[src/inc/serial_link_pkg.sv]
/*
  Shared constants and types for the fast serial flash link device end.
  Assumes a 100 MHz core clock that oversamples the host's serial clock.
*/
`default_nettype none
package serial_link_pkg;
  // ==========================================================
  // Word and synchroniser sizes
  localparam int BYTE_BITS = 8;
  localparam int SYNC_STAGES = 2;
  localparam int LINK_PINS = 3;

  // ==========================================================
  // Timing
  localparam int CORE_CLK_PERIOD_NS = 10;
  localparam int CLOCK_LOW_PHASE_TIME_NS = 4;
  localparam int MAX_LINK_FREQ_MHZ = 85;
  localparam int MY_LINK_PERIOD_NS = 80;
  // Pin to output: two sync stages and the output stage; the edge compare adds none
  localparam int LINK_OUT_LATENCY_CYC = SYNC_STAGES + 1;
  localparam int LINK_OUT_LATENCY_NS = LINK_OUT_LATENCY_CYC * CORE_CLK_PERIOD_NS;
  // Low phase of the slowest supported bench clock, in core cycles, rounded down
  localparam int MY_LOW_PHASE_CYC = (MY_LINK_PERIOD_NS / 2) / CORE_CLK_PERIOD_NS;

  // ==========================================================
  // Reset values
  localparam logic RESET_SO = 1'b1;
  localparam logic [7:0] RESET_BYTE = 8'h00;

  // ==========================================================
  // Types
  typedef struct packed {
    logic cs_b;
    logic sclk;
    logic si;
  } link_pins_t;

  typedef struct packed {
    logic valid;
    logic [7:0] data;
  } rx_byte_t;

  typedef enum logic {
    ST_IDLE = 1'b0,
    ST_SELECTED = 1'b1
  } link_state_t;
endpackage
`default_nettype wire

[src/design/link_pin_sync.sv]
/*
  Two-flop synchroniser for a group of pins from outside the core clock domain.
  Assumes an active-low reset already synchronised to the core clock.
*/
`timescale 1ns/1ns
`default_nettype none
module link_pin_sync #(
  parameter int WIDTH = 3,
  parameter logic [WIDTH-1:0] RESET_VALUE = '1
) (
  input wire logic core_clk_i,
  input wire logic rst_n_i,
  input wire logic [WIDTH-1:0] pins_i,
  output logic [WIDTH-1:0] pins_o
);
  // ==========================================================
  // Elaboration check
  if (WIDTH < 1)
  begin : g_bad_width
    $error("synchroniser needs at least one pin");
  end

  // ==========================================================
  // One independent pair per pin; first stage feeds only the second
  for (genvar g = 0; g < WIDTH; g++)
  begin : g_bit
    logic meta;
    always_ff @(posedge core_clk_i or negedge rst_n_i)
    begin
      if (!rst_n_i)
      begin
        meta <= RESET_VALUE[g];
        pins_o[g] <= RESET_VALUE[g];
      end
      else
      begin
        meta <= pins_i[g];
        pins_o[g] <= meta;
      end
    end
  end
endmodule
`default_nettype wire

[src/design/fast_serial_flash_link.sv]
/*
  Device end of the fast full-cycle serial flash link: byte receive and
  response transmit, with mode 0 / mode 3 detection at chip select.
  Assumes the host makes the serial clock and keeps its own edge discipline;
  the user side supplies each response byte before the command byte ends.
*/
`timescale 1ns/1ns
`default_nettype none
module fast_serial_flash_link
(
  input wire logic core_clk_i,
  input wire logic rst_b_i,
  input wire logic cs_b_i,
  input wire logic sclk_i,
  input wire logic si_i,
  output logic so_o,
  output logic so_oe_o,
  input wire logic [7:0] tx_data_i,
  output serial_link_pkg::rx_byte_t rx_o,
  output logic mode3_o
);
  import serial_link_pkg::*;

  // ==========================================================
  // Elaboration checks
  if (LINK_OUT_LATENCY_NS >= MY_LINK_PERIOD_NS / 2)
  begin : g_bad_latency
    $error("output latency does not fit the serial clock low phase");
  end
  if (BYTE_BITS != 8)
  begin : g_bad_byte
    $error("byte width must be eight");
  end

  // ==========================================================
  // Reset release
  logic rst_meta;
  logic rst_n;
  always_ff @(posedge core_clk_i or negedge rst_b_i)
  begin
    if (!rst_b_i)
    begin
      rst_meta <= 1'b0;
      rst_n <= 1'b0;
    end
    else
    begin
      rst_meta <= 1'b1;
      rst_n <= rst_meta;
    end
  end

  // ==========================================================
  // Pin synchronisers and edge detection
  link_pins_t pins_raw;
  link_pins_t pins;
  logic sclk_q;
  logic cs_b_q;
  logic si_q;
  assign pins_raw = '{cs_b: cs_b_i, sclk: sclk_i, si: si_i};

  link_pin_sync #(
    .WIDTH(LINK_PINS),
    .RESET_VALUE(3'h4)
  ) u_sync (
    .core_clk_i(core_clk_i),
    .rst_n_i(rst_n),
    .pins_i(pins_raw),
    .pins_o(pins)
  );

  always_ff @(posedge core_clk_i or negedge rst_n)
  begin
    if (!rst_n)
    begin
      sclk_q <= 1'b0;
      cs_b_q <= 1'b1;
      si_q <= 1'b0;
    end
    else
    begin
      sclk_q <= pins.sclk;
      cs_b_q <= pins.cs_b;
      si_q <= pins.si;
    end
  end

  wire sclk_rise = pins.sclk & ~sclk_q;
  wire sclk_fall = ~pins.sclk & sclk_q;
  wire cs_fall = ~pins.cs_b & cs_b_q;
  wire deselect = pins.cs_b;

  // ==========================================================
  // Link state
  link_state_t state;
  link_state_t next_state;
  always_comb
  begin
    next_state = state;
    unique case (state)
      ST_IDLE:
        if (cs_fall)
          next_state = ST_SELECTED;
      ST_SELECTED:
        if (deselect)
          next_state = ST_IDLE;
    endcase
  end

  always_ff @(posedge core_clk_i or negedge rst_n)
  begin
    if (!rst_n)
      state <= ST_IDLE;
    else
      state <= next_state;
  end

  wire selected = (state == ST_SELECTED) && !deselect;

  // ==========================================================
  // Receive path: clock ignored unless selected
  logic [2:0] bit_cnt;
  logic [7:0] rx_shift;
  wire rx_take = selected && sclk_rise;
  wire byte_done = rx_take && (bit_cnt == 3'h7);
  // Data from the cycle before the detected rise: the host moves its bit on
  // that same rise, and both cross the synchroniser together
  wire [7:0] rx_next = {rx_shift[6:0], si_q};

  always_ff @(posedge core_clk_i or negedge rst_n)
  begin
    if (!rst_n)
    begin
      bit_cnt <= 3'h0;
      rx_shift <= RESET_BYTE;
      rx_o <= '0;
      mode3_o <= 1'b0;
    end
    else
    begin
      rx_o.valid <= byte_done;
      if (cs_fall)
      begin
        bit_cnt <= 3'h0;
        mode3_o <= pins.sclk;
      end
      else if (rx_take)
      begin
        rx_shift <= rx_next;
        bit_cnt <= bit_cnt + 3'h1;
      end
      if (byte_done)
        rx_o.data <= rx_next;
    end
  end

  // ==========================================================
  // Transmit path: loaded at byte end, shifted on falling edges.
  // Output changes a fixed few core cycles after the pin edge, which keeps
  // it inside the low phase for the slower bench clock; a faster clock
  // trades that for full-cycle capture by the host.
  logic [7:0] tx_shift;
  logic tx_live;
  wire tx_step = selected && sclk_fall && tx_live;

  always_ff @(posedge core_clk_i or negedge rst_n)
  begin
    if (!rst_n)
    begin
      tx_shift <= RESET_BYTE;
      tx_live <= 1'b0;
      so_o <= RESET_SO;
      so_oe_o <= 1'b0;
    end
    else
    begin
      if (!selected)
      begin
        tx_live <= 1'b0;
        so_oe_o <= 1'b0;
      end
      else if (byte_done)
      begin
        tx_shift <= tx_data_i;
        tx_live <= 1'b1;
      end
      else if (tx_step)
      begin
        so_o <= tx_shift[7];
        tx_shift <= {tx_shift[6:0], 1'b0};
        so_oe_o <= 1'b1;
      end
    end
  end
endmodule
`default_nettype wire

[config.mk]
export PLATFORM = sky130hd
export DESIGN_NAME = fast_serial_flash_link
export DESIGN_NICKNAME = d
export VERILOG_FILES = /design/src/inc/serial_link_pkg.sv /design/src/design/link_pin_sync.sv /design/src/design/fast_serial_flash_link.sv
export SDC_FILE = /design/constraint.sdc
export NUM_CORES = 1
export LEC_CHECK = 0
export BUFFER_PORTS_ARGS = -buffer_cell sky130_fd_sc_hd__clkbuf_2
export CORE_ASPECT_RATIO = 2
export CORE_UTILIZATION = 35
export DETAILED_ROUTE_END_ITERATION = 10
export GPL_ROUTABILITY_DRIVEN = 0
export GPL_TIMING_DRIVEN = 0
export PLACE_DENSITY_LB_ADDON = 0.15
export SETUP_SLACK_MARGIN = 0.2
export SLEW_MARGIN = 0
export SYNTH_ARGS = -nofsm -noshare
export SYNTH_HDL_FRONTEND = slang
export SYNTH_HIERARCHICAL = 1
export SYNTH_SLANG_ARGS = --single-unit
[constraint.sdc]
create_clock -name core_clk_i -period 1.6 [get_ports core_clk_i]
set_input_delay 0.4 -clock core_clk_i [delete_from_list [all_inputs] [get_ports core_clk_i]]
set_output_delay 0.4 -clock core_clk_i [all_outputs]
set_load 0.02 [all_outputs]
==> implementation parameters, run 1 <==
Parameter                              Value

Routing
  Count of TritonRoute iterations in the first routing pass    2
  Routed length per instance    15.6 microns
  DRC violations left    0
  Total number of vias    1018
  Count of nets left with antenna violations after detail routing    0
  Total wire length after detailed routing    3220 microns
  Average vias per placed instance    4.94
  DRT iter0 DRCs    3

Finish
  Number of antenna diodes    0
  Area Overhead vs Synth    31.8%
  Count of non-filler cells in the finished layout    206
  Share of layout cells above drive strength 1    58.6%
  Layout Nets    166
  Post-route cell area    2160 sq um

Yosys
  Flop and latch count out of synthesis    43
  Share of the yosys chip area belonging to registers    66.0%
  Net count after synthesis    118
  Fraction of synthesized cell area in xor and xnor cells    0%
  Share of Yosys cell area claimed by the top area cell type    59.5%
  Main combinational cell family by area after synthesis    multiplexers
  Ys async rst share    100%
  Cell with the most instances after synthesis    sky130_fd_sc_hd__dfrtp_1
  Multiplexer area fraction after synthesis    12.6%
  Ranking of synthesized cells by area    sky130_fd_sc_hd__dfrtp_1 (60%), sky130_fd_sc_hd__mux2_2 (12%), sky130_fd_sc_hd__dfstp_2 (6.4%)
  Number of enable flip-flop cells after synthesis    0
  Largest area contributor in the synthesized netlist    sky130_fd_sc_hd__dfrtp_1
  Cell area after synthesis    1640 sq um
  Share of synthesized cell area in full adder, half adder and majority cells    1.53%
  Post-Syn Instances    103
  Simple-gate share of the synthesized area    9.47%
  Yosys cell types    26
  Top post-synthesis cells by count    sky130_fd_sc_hd__dfrtp_1 (39), sky130_fd_sc_hd__mux2_2 (17), sky130_fd_sc_hd__or3_1 (8), sky130_fd_sc_hd__o221a_2 (7)
  Compound-cell area share of the yosys netlist    8.32%
  Top_reg_cell synth    sky130_fd_sc_hd__dfrtp_1
  Yosys synthesis warning count    6
  Post-Synthesis Mean Instance Area    15.9 sq um

Global routing
  Remaining global-route overflow    0
  Wire length of the first global-routing pass    5390 microns
  Pin count of the biggest net entering global routing    42
  Number of antenna violations at the first check in global routing    0
  Vias in the first global route    1100
  Overall Global Routing Usage    14.8%

Die
  Die outline area    4980 sq um
  Row count    34
  Starting Density    37.0%
  Top-level I/O count    25
  Vertical die dimension    98.8 microns
  Core area    4420 sq um
  Width of the die    50.4 microns

Critical path
  Path type of the worst setup path    reg2reg
  Highest net fanout along the worst path    4
  Data arrival time of the critical path    1.63 ns
  Setup crit start kind    register
  Kind of capture point of the worst setup path    register
  Worst Path Required    1.78 ns

Timing
  Setup slack after layout    0.149 ns
  Final cycle utilization of the critical path    90.7%
  Max-slew violations    0
  Hold Violations, Final    0
  Number of endpoints failing setup at the final stage    0
  Setup TNS after final layout    0 ns
  Post-route worst hold slack    0.188 ns
  Maximum operating frequency    0.689 GHz
  Final min period    1.45 ns
  Worst slew margin    42.4%
  Actual slew at the worst max-slew pin    0.864 ns
  Final Skew    0.00502 ns
  Setup repair after global routing missed its margin    true

Clock tree
  Cell chosen for the clock root    sky130_fd_sc_hd__clkbuf_8
  Clk_lat worst skew    0.29 ns
  Clock transition at the register clock pins on the worst setup and hold paths after CTS    0.08 ns
  Number of buffers added by the clock tree synthesis step    5
  Buffers from clock root to sink, at most    2
  CTS tree    done
  Total clock sinks    43
  H-tree lvl count    2

Pwr
  Total leakage power    1.11 nW
  VDD IR max    601 uV
  Ratio of total power to cell area    887 nW/um^2

Place
  Area post-placement    1830 sq um
  Placed cell count    181
  Worst setup timing slack at the placement stage    0.0334 ns
  IO buf count    24
  Detailed-placement wirelength estimate    1900 microns

Job
  Total of max-cap violations    0

Worst hold path
  Classification of the worst-slack hold path    in2reg

Outcome
  Status    completed
-- through the flow --
stage               power, mW  utilization [%]
floorplan                1.21                -
global placement         1.25             41.4
detailed placement       1.25             41.4
CTS                      1.95             47.5
global route             2.00             48.8
finish                   1.92             48.8
-- critical path, stage by stage, from the launching register on --
cell,delay (ns)
sky130_fd_sc_hd__dfrtp_1,0.42
sky130_fd_sc_hd__nand4bb_4,0.21
sky130_fd_sc_hd__buf_4,0.14
sky130_fd_sc_hd__buf_2,0.13
sky130_fd_sc_hd__or3_1,0.31
sky130_fd_sc_hd__o221a_2,0.13
-- placed cells by master (no fill, tap or decap), types with 3 or more instances in the layout --
| cell type | n |
|---|---|
| sky130_fd_sc_hd__dfrtp_1 | 36 |
| sky130_fd_sc_hd__mux2_4 | 15 |
| sky130_fd_sc_hd__dfstp_2 | 4 |
| sky130_fd_sc_hd__o221a_2 | 7 |
| sky130_fd_sc_hd__dfrtp_2 | 3 |
| sky130_fd_sc_hd__clkbuf_8 | 5 |
| sky130_fd_sc_hd__mux2_2 | 3 |
| sky130_fd_sc_hd__clkbuf_1 | 3 |
| sky130_fd_sc_hd__inv_1 | 3 |
| sky130_fd_sc_hd__clkbuf_2 | 23 |
| sky130_fd_sc_hd__or3_1 | 8 |
| sky130_fd_sc_hd__buf_4 | 11 |
| sky130_fd_sc_hd__buf_6 | 6 |
-- layer usage --
metal | vias up | GRT usage (%) | share of wire [%]
li1 | 465 | - | -
met1 | 526 | 16.7 | 39
met2 | 21 | 25.6 | 55
met3 | 6 | 2.78 | 2.9
met4 | 0 | 7.69 | 2.4
met5 | - | 0 | 0
-- path summary, 6_finish.rpt --
path,startpoint,to,slack (ns),cells past startpoint
setup / recovery,sclk_q,tx_shift[1],0.15,5
hold / removal,cs_b_i,u_sync/g_bit[2].meta,0.19,1
setup reg to reg,sclk_q,tx_shift[1],0.15,5
hold reg to reg,u_sync/pins_o[0],si_q,0.35,0
max in group asynchronous,rst_n,u_sync/pins_o[1],0.63,0
min in group asynchronous,rst_n,tx_shift[7],0.39,0
-- state kept, by name, summed over array words and instances, names as in the netlist --
signal / cells
rx_o: 9
tx_shift: 8
rx_shift: 7
bit_cnt: 3
u_sync/g_bit.meta: 3
u_sync/pins_o: 3
cs_b_q: 1
mode3_o: 1
rst_meta: 1
rst_n: 1
sclk_q: 1
si_q: 1
so_o: 1
so_oe_o: 1
state: 1
tx_live: 1
-- what timing repair did --
item                                    in CTS  in global routing
resized for setup                           21                 12
setup buffers                               11                  3
hold endpoints to repair                     2                  0
cloned                                       2                  0
pin swaps                                   12                  5
endpoints found under the setup margin      24                 28
hold buffers                                 1                  0
-- cells by family (layout without fill, tap and decap cells) --
kind of cell | Yosys count | count (layout)
fa+ha+maj | 2 | 2
mux | 18 | 18
buf+inv | 6 | 54
flops | 43 | 43
compound gates | 12 | 12
other cells | 1 | 1
simple gates | 21 | 22
-- power breakdown --
part	internal (mW)	switching, mW	leakage, nW	total [mW]
Clock	0.310	0.346	0.0395	0.656
Sequential	1.12	0.0472	0.554	1.17
Combinational	0.0603	0.0297	0.519	0.0900
Total	1.49	0.423	1.11	1.92
-- final cells by class --
| cell class | count | area [sq um] |
|---|---|---|
| plain buffers | 2 | 22.5 |
| clock buffers | 8 | 80.1 |
| fillers | 405 | 2260 |
| inverters | 4 | 17.5 |
| multi-input cells | 55 | 631 |
| flip-flops and latches | 43 | 1080 |
| well taps | 54 | 67.6 |
| repair buffers | 40 | 258 |
Note: power is estimated with default switching activity, not from simulation.
==> inputs of run 2 (changes only) <==
--- a/config.mk
+++ b/config.mk
@@ -12,6 +12,7 @@
 export GPL_ROUTABILITY_DRIVEN = 0
 export GPL_TIMING_DRIVEN = 0
 export PLACE_DENSITY_LB_ADDON = 0.15
+export REMOVE_ABC_BUFFERS = 1
 export SETUP_SLACK_MARGIN = 0.2
 export SLEW_MARGIN = 0
 export SYNTH_ARGS = -nofsm -noshare
==> run 2 against run 1 <==
Final cell count shrank 4.9%. Total power decreased by 0.14%. Fmax up 2.3%. Sequential power is essentially flat. Hold slack got worse by 0.0048 ns. Non-clock buffer count shrank 10. Routed wire length shrank 3.4%. Register-to-register slack gained 0.03 ns.
==> implementation parameters, run 2 (synthesis results as in run 1) <==
Parameter                              Value

Critical path
  Worst reg2reg path endpoint    rx_o[7]
  Crit path largest cell delay    0.57 ns
  Kind of capture point of the worst setup path    register
  Crit path buf inv count    0
  Path type of the worst setup path    reg2reg
  Slowest cell on the critical path    sky130_fd_sc_hd__dfstp_2
  Worst Path Required    1.78 ns
  Setup crit start kind    register
  Kind of cell adding the most delay to the critical path    flip-flops
  Cell depth of the worst flop-to-flop path    3
  Crit path cell chain    and4bb_4 > nand2_4 > mux2_2
  Highest net fanout along the worst path    5
  Data arrival time of the critical path    1.60 ns
  Reg-to-reg startpoint    u_sync/pins_o[2]
  Slack of the worst reg-to-reg path    0.18 ns

Routing
  Count of nets left with antenna violations after detail routing    0
  Total number of vias    977
  Total wire length after detailed routing    3110 microns
  DRT iter0 DRCs    6
  Routed length per instance    15.9 microns
  DRC violations left    0
  Count of TritonRoute iterations in the first routing pass    3
  Average vias per placed instance    4.98

Die
  Width of the die    50.4 microns
  Core area    4420 sq um
  Top-level I/O count    25
  Vertical die dimension    98.8 microns
  Starting Density    37.0%
  Die outline area    4980 sq um
  Row count    34

Pwr
  Power dissipated by switching net loads    438 uW
  Ratio of total power to cell area    929 nW/um^2
  Total leakage power    1.05 nW
  Share of power burned in registers    61.1%
  Internal power contribution    1.48 mW
  VDD IR max    611 uV
  Clock power frac    34.6%
  Fraction of power spent switching nets    22.9%
  Portion of total power attributed to combinational logic    4.3%

Global routing
  Remaining global-route overflow    0
  Vias in the first global route    1121
  Overall Global Routing Usage    14.3%
  Wire length of the first global-routing pass    5260 microns
  Pin count of the biggest net entering global routing    42
  Number of antenna violations at the first check in global routing    0

Worst hold path
  Worst hold path depth    1
  Worst Hold End    u_sync/g_bit[2].meta
  Worst Hold Launch    cs_b_i
  Classification of the worst-slack hold path    in2reg

Finish
  Number of antenna diodes    0
  Post-route cell area    2060 sq um
  Top reg by flops    rx_o
  Largest register FFs    9
  Most frequent cells in the layout    sky130_fd_sc_hd__dfrtp_1 (36), sky130_fd_sc_hd__clkbuf_2 (23), sky130_fd_sc_hd__mux2_4 (9), sky130_fd_sc_hd__mux2_2 (9), sky130_fd_sc_hd__buf_4 (8)
  Layout Nets    156
  Share of layout cells above drive strength 1    59.2%
  Largest registers    rx_o x9, tx_shift x8, rx_shift x7
  Filler cell count in the final layout    421
  Register Area    1080 sq um
  Area Overhead vs Synth    25.6%
  Most common cell after layout, fill and taps aside    sky130_fd_sc_hd__dfrtp_1
  Area of the multi-input gates    618 sq um

Timing
  Final min period    1.42 ns
  Setup repair after global routing missed its margin    true
  Hold Violations, Final    0
  Post-route worst hold slack    0.184 ns
  Final cycle utilization of the critical path    88.7%
  Maximum operating frequency    0.705 GHz
  Max-slew violations    0
  Final Skew    0.00275 ns
  Actual slew at the worst max-slew pin    0.871 ns
  Worst slew margin    42.0%
  Number of endpoints failing setup at the final stage    0

Clock tree
  Cell chosen for the clock root    sky130_fd_sc_hd__clkbuf_8
  Total clock sinks    43
  Clk_lat worst skew    0.29 ns
  Clock transition at the register clock pins on the worst setup and hold paths after CTS    0.08 ns
  H-tree lvl count    2
  CTS tree    done
  Buffers from clock root to sink, at most    2
  Number of buffers added by the clock tree synthesis step    5

Job
  Total of max-cap violations    0

Place
  Detailed-placement wirelength estimate    1900 microns
  IO buf count    24
  Area post-placement    1810 sq um

Outcome
  Status    completed
[run 2: repair_timing]
| action | in CTS | in global routing |
|---|---|---|
| setup endpoints to repair | 27 | 19 |
| gates resized for setup | 17 | 8 |
| pin swaps | 9 | 10 |
| endpoints found under the hold margin | 2 | 0 |
| hold buffers | 1 | 0 |
| buffers inserted | 5 | 2 |
| cloned | 1 | 0 |
[run 2: per-layer routing]
layer | wire length, microns | global-route usage, %
met1 | 1230 | 15.5
met2 | 1710 | 25.3
met3 | 85 | 2.78
met4 | 78 | 7.69
met5 | 0 | 0
[run 2: worst max-delay path by stage]
| stage | startpoint | endpoint | cells past startpoint |
|---|---|---|---|
| detailed placement | u_sync/pins_o[1] | rx_shift[6] | 3 |
| CTS | u_sync/pins_o[2] | rx_shift[1] | 3 |
| global placement | u_sync/pins_o[1] | rx_shift[1] | 3 |
| finish | u_sync/pins_o[2] | rx_o[7] | 3 |
| global route | u_sync/pins_o[2] | rx_shift[2] | 3 |
| floorplan | sclk_q | rx_shift[0] | 3 |
[run 2: layout make-up]
| type | count | share of cell area [%] |
|---|---|---|
| clock buffers | 5 | 3.34 |
| inverters | 4 | 0.972 |
| repair buffers | 32 | 8.99 |
| well taps | 54 | 3.28 |
| clock inverters | 3 | 0.729 |
| multi-input cells | 55 | 30.0 |
| flip-flops and latches | 43 | 52.7 |
[run 2: power groups by stage]
stage	Clock [mW]	Combinational, mW	Sequential, mW
2_1_floorplan	0	0.0308	1.18
3_3_place_gp	0	0.0563	1.19
3_5_place_dp	0	0.0584	1.19
4_1_cts	0.691	0.0734	1.17
5_1_grt	0.729	0.0907	1.18
6_report	0.662	0.0828	1.17
[run 2: stage by stage]
step / util (%) / setup TNS [ns] / std cells / worst slack (ns) / total power, mW
after global routing: 46.5 / 0 / 196 / 0.144 / 2.00
final: 46.5 / 0 / 196 / 0.182 / 1.91
after CTS: 45.6 / 0 / 194 / 0.161 / 1.94
after floorplan: - / 0 / 101 / 0.0843 / 1.21
after detailed placement: 41.0 / -1.31 / 179 / -0.192 / 1.25
after global placement: 40.9 / -3.13 / 179 / -0.142 / 1.24
==> inputs of run 3 (changes only) <==
--- a/config.mk
+++ b/config.mk
@@ -7,7 +7,7 @@
 export LEC_CHECK = 0
 export BUFFER_PORTS_ARGS = -buffer_cell sky130_fd_sc_hd__clkbuf_2
 export CORE_ASPECT_RATIO = 2
-export CORE_UTILIZATION = 35
+export CORE_UTILIZATION = 49
 export DETAILED_ROUTE_END_ITERATION = 10
 export GPL_ROUTABILITY_DRIVEN = 0
 export GPL_TIMING_DRIVEN = 0
==> constraint.sdc (replaced) <==
create_clock -name core_clk_i -period 1.2 [get_ports core_clk_i]
set_input_delay 0.3 -clock core_clk_i [delete_from_list [all_inputs] [get_ports core_clk_i]]
set_output_delay 0.3 -clock core_clk_i [all_outputs]
set_load 0.02 [all_outputs]
==> run 3 against run 2 <==
The run now ends with negative setup slack left. Utilization increased by 24 points. Design area increased by 9.8%. Non-clock buffer count increased by 8. First-iteration DRC count increased by 120%. Combinational power increased by 55%. Sequential power increased by 34%. Clock-buffer cell count increased by 3. Flip-flop and latch count unchanged. Via count increased by 3.5%. Global-route usage increased by 5.4 points. Setup slack got worse by 0.39 ns. Final cell count decreased by 7.1%.
==> implementation parameters, run 3 (synthesis results as in run 1) <==
Parameter                              Value

Pwr
  VDD IR max    1130 uV
  Internal power contribution    2.00 mW
  Power dissipated by switching net loads    549 uW
  Fraction of power spent switching nets    21.5%
  Total leakage power    1.14 nW
  Share of power burned in registers    61.5%
  Clock power frac    33.4%
  Ratio of total power to cell area    1130 nW/um^2
  Portion of total power attributed to combinational logic    5.0%

Timing
  Final Skew    0.00818 ns
  Hold Violations, Final    0
  Max-slew violations    0
  Maximum operating frequency    0.708 GHz
  Final cycle utilization of the critical path    118%
  Number of endpoints failing setup at the final stage    30
  Post-route worst hold slack    0.0934 ns
  Final min period    1.41 ns
  Setup repair after global routing missed its margin    true
  Setup slack after layout    -0.212 ns
  Actual slew at the worst max-slew pin    0.509 ns
  Worst slew margin    66.0%

Finish
  Largest registers    rx_o x9, tx_shift x8, rx_shift x7
  Most common cell after layout, fill and taps aside    sky130_fd_sc_hd__dfrtp_1
  Share of the core filled with cells    70.8%
  Register Area    1090 sq um
  Largest register FFs    9
  Post-route cell area    2260 sq um
  Layout Nets    165
  Top reg by flops    rx_o
  Area of the multi-input gates    659 sq um
  Area Overhead vs Synth    37.9%
  Number of antenna diodes    0
  Count of non-filler cells in the finished layout    182
  Filler cell count in the final layout    233
  Share of layout cells above drive strength 1    61.6%
  Most frequent cells in the layout    sky130_fd_sc_hd__dfrtp_1 (36), sky130_fd_sc_hd__mux2_4 (16), sky130_fd_sc_hd__clkbuf_8 (16)

Worst hold path
  Worst Hold End    u_sync/g_bit[2].meta
  Classification of the worst-slack hold path    in2reg
  Worst hold path depth    1
  Worst Hold Launch    cs_b_i

Global routing
  Wire length of the first global-routing pass    5300 microns
  Number of antenna violations at the first check in global routing    0
  Remaining global-route overflow    0
  Vias in the first global route    1105
  Pin count of the biggest net entering global routing    42
  Overall Global Routing Usage    19.7%

Routing
  DRT iter0 DRCs    13
  Total number of vias    1011
  Total wire length after detailed routing    3260 microns
  Count of nets left with antenna violations after detail routing    0
  Count of TritonRoute iterations in the first routing pass    4
  Average vias per placed instance    5.55
  DRC violations left    0
  Routed length per instance    17.9 microns

Critical path
  Path type of the worst setup path    reg2reg
  Highest net fanout along the worst path    8
  Kind of capture point of the worst setup path    register
  Slack of the worst reg-to-reg path    -0.21 ns
  Cell depth of the worst flop-to-flop path    5
  Reg-to-reg startpoint    bit_cnt[0]
  Worst reg2reg path endpoint    tx_shift[3]
  Data arrival time of the critical path    1.59 ns
  Setup crit start kind    register
  Worst Path Required    1.38 ns

Die
  Top-level I/O count    25
  Core area    3190 sq um
  Die outline area    3590 sq um
  Starting Density    51.3%
  Width of the die    42.9 microns
  Row count    29
  Vertical die dimension    83.8 microns

Place
  IO buf count    24
  Detailed-placement wirelength estimate    1810 microns
  Placed cell count    156
  Area post-placement    1780 sq um

Clock tree
  Cell chosen for the clock root    sky130_fd_sc_hd__clkbuf_8
  CTS tree    done
  Clock transition at the register clock pins on the worst setup and hold paths after CTS    0.08 ns
  H-tree lvl count    2
  Total clock sinks    43
  Buffers from clock root to sink, at most    2
  Clk_lat worst skew    0.29 ns
  Number of buffers added by the clock tree synthesis step    5

Outcome
  Violated checks    negative setup slack
  Status    finished, violations left

Job
  Total of max-cap violations    0
run 3: cell count changes in the layout (fill, tap and decap cells not counted), sizes merged:
cell	change
clkinv	-3
or3	+1
clkbuf	+3
buf	+8
run 3: worst max path at each step:
stage                startpoint  cells after the start          end  slack [ns]
2_1_floorplan            sclk_q                      3  rx_shift[0]       -0.32
3_3_place_gp   u_sync/pins_o[1]                      3  rx_shift[2]       -0.52
3_5_place_dp   u_sync/pins_o[1]                      3  rx_shift[4]       -0.60
4_1_cts              bit_cnt[0]                      5  tx_shift[3]       -0.20
5_1_grt              bit_cnt[0]                      5  tx_shift[2]       -0.27
6_report             bit_cnt[0]                      5  tx_shift[3]       -0.21
run 3: power groups by stage:
stage                     combinational, mW  clock, mW  sequential [mW]
after floorplan                      0.0411          0             1.58
after global placement               0.0744          0             1.58
after detailed placement             0.0776          0             1.59
after CTS                             0.115      0.881             1.57
after global routing                  0.136      0.923             1.58
final                                 0.128      0.851             1.57
run 3: what timing repair did:
action / in CTS / in global routing
hold buffers: 1 / 0
cloned: 2 / 0
endpoints found under the setup margin: 43 / 43
gates resized for setup: 65 / 5
pin swaps: 14 / 6
endpoints found under the hold margin: 2 / 0
buffers inserted: 9 / 6
run 3: critical path, cell delays in order, from the launching register on:
cell	delay, ns
sky130_fd_sc_hd__dfrtp_1	0.37
sky130_fd_sc_hd__ha_2	0.19
sky130_fd_sc_hd__ha_4	0.19
sky130_fd_sc_hd__inv_6	0.06
sky130_fd_sc_hd__or3_1	0.35
sky130_fd_sc_hd__o221a_2	0.13
run 3: cell type report:
| class | instances | area share (%) |
|---|---|---|
| clock buffers | 8 | 3.54 |
| inverters | 4 | 0.885 |
| multi-input cells | 56 | 29.2 |
| flip-flops and latches | 43 | 48.1 |
| well taps | 31 | 1.72 |
| repair buffers | 40 | 16.6 |
run 3: routing by layer:
| metal | track usage [%] | up-vias | wire [microns] |
|---|---|---|---|
| li1 | - | 467 | - |
| met1 | 24.7 | 519 | 1250 |
| met2 | 32.9 | 20 | 1870 |
| met3 | 4.11 | 5 | 94 |
| met4 | 6.82 | 0 | 53 |
| met5 | 0 | - | 0 |
run 3: stage by stage:
stage | total power, mW | setup slack [ns] | setup TNS (ns)
floorplan | 1.62 | -0.316 | -8.93
global placement | 1.66 | -0.519 | -26.69
detailed placement | 1.66 | -0.600 | -11.70
CTS | 2.56 | -0.205 | -4.66
global route | 2.64 | -0.269 | -6.16
finish | 2.55 | -0.212 | -4.74
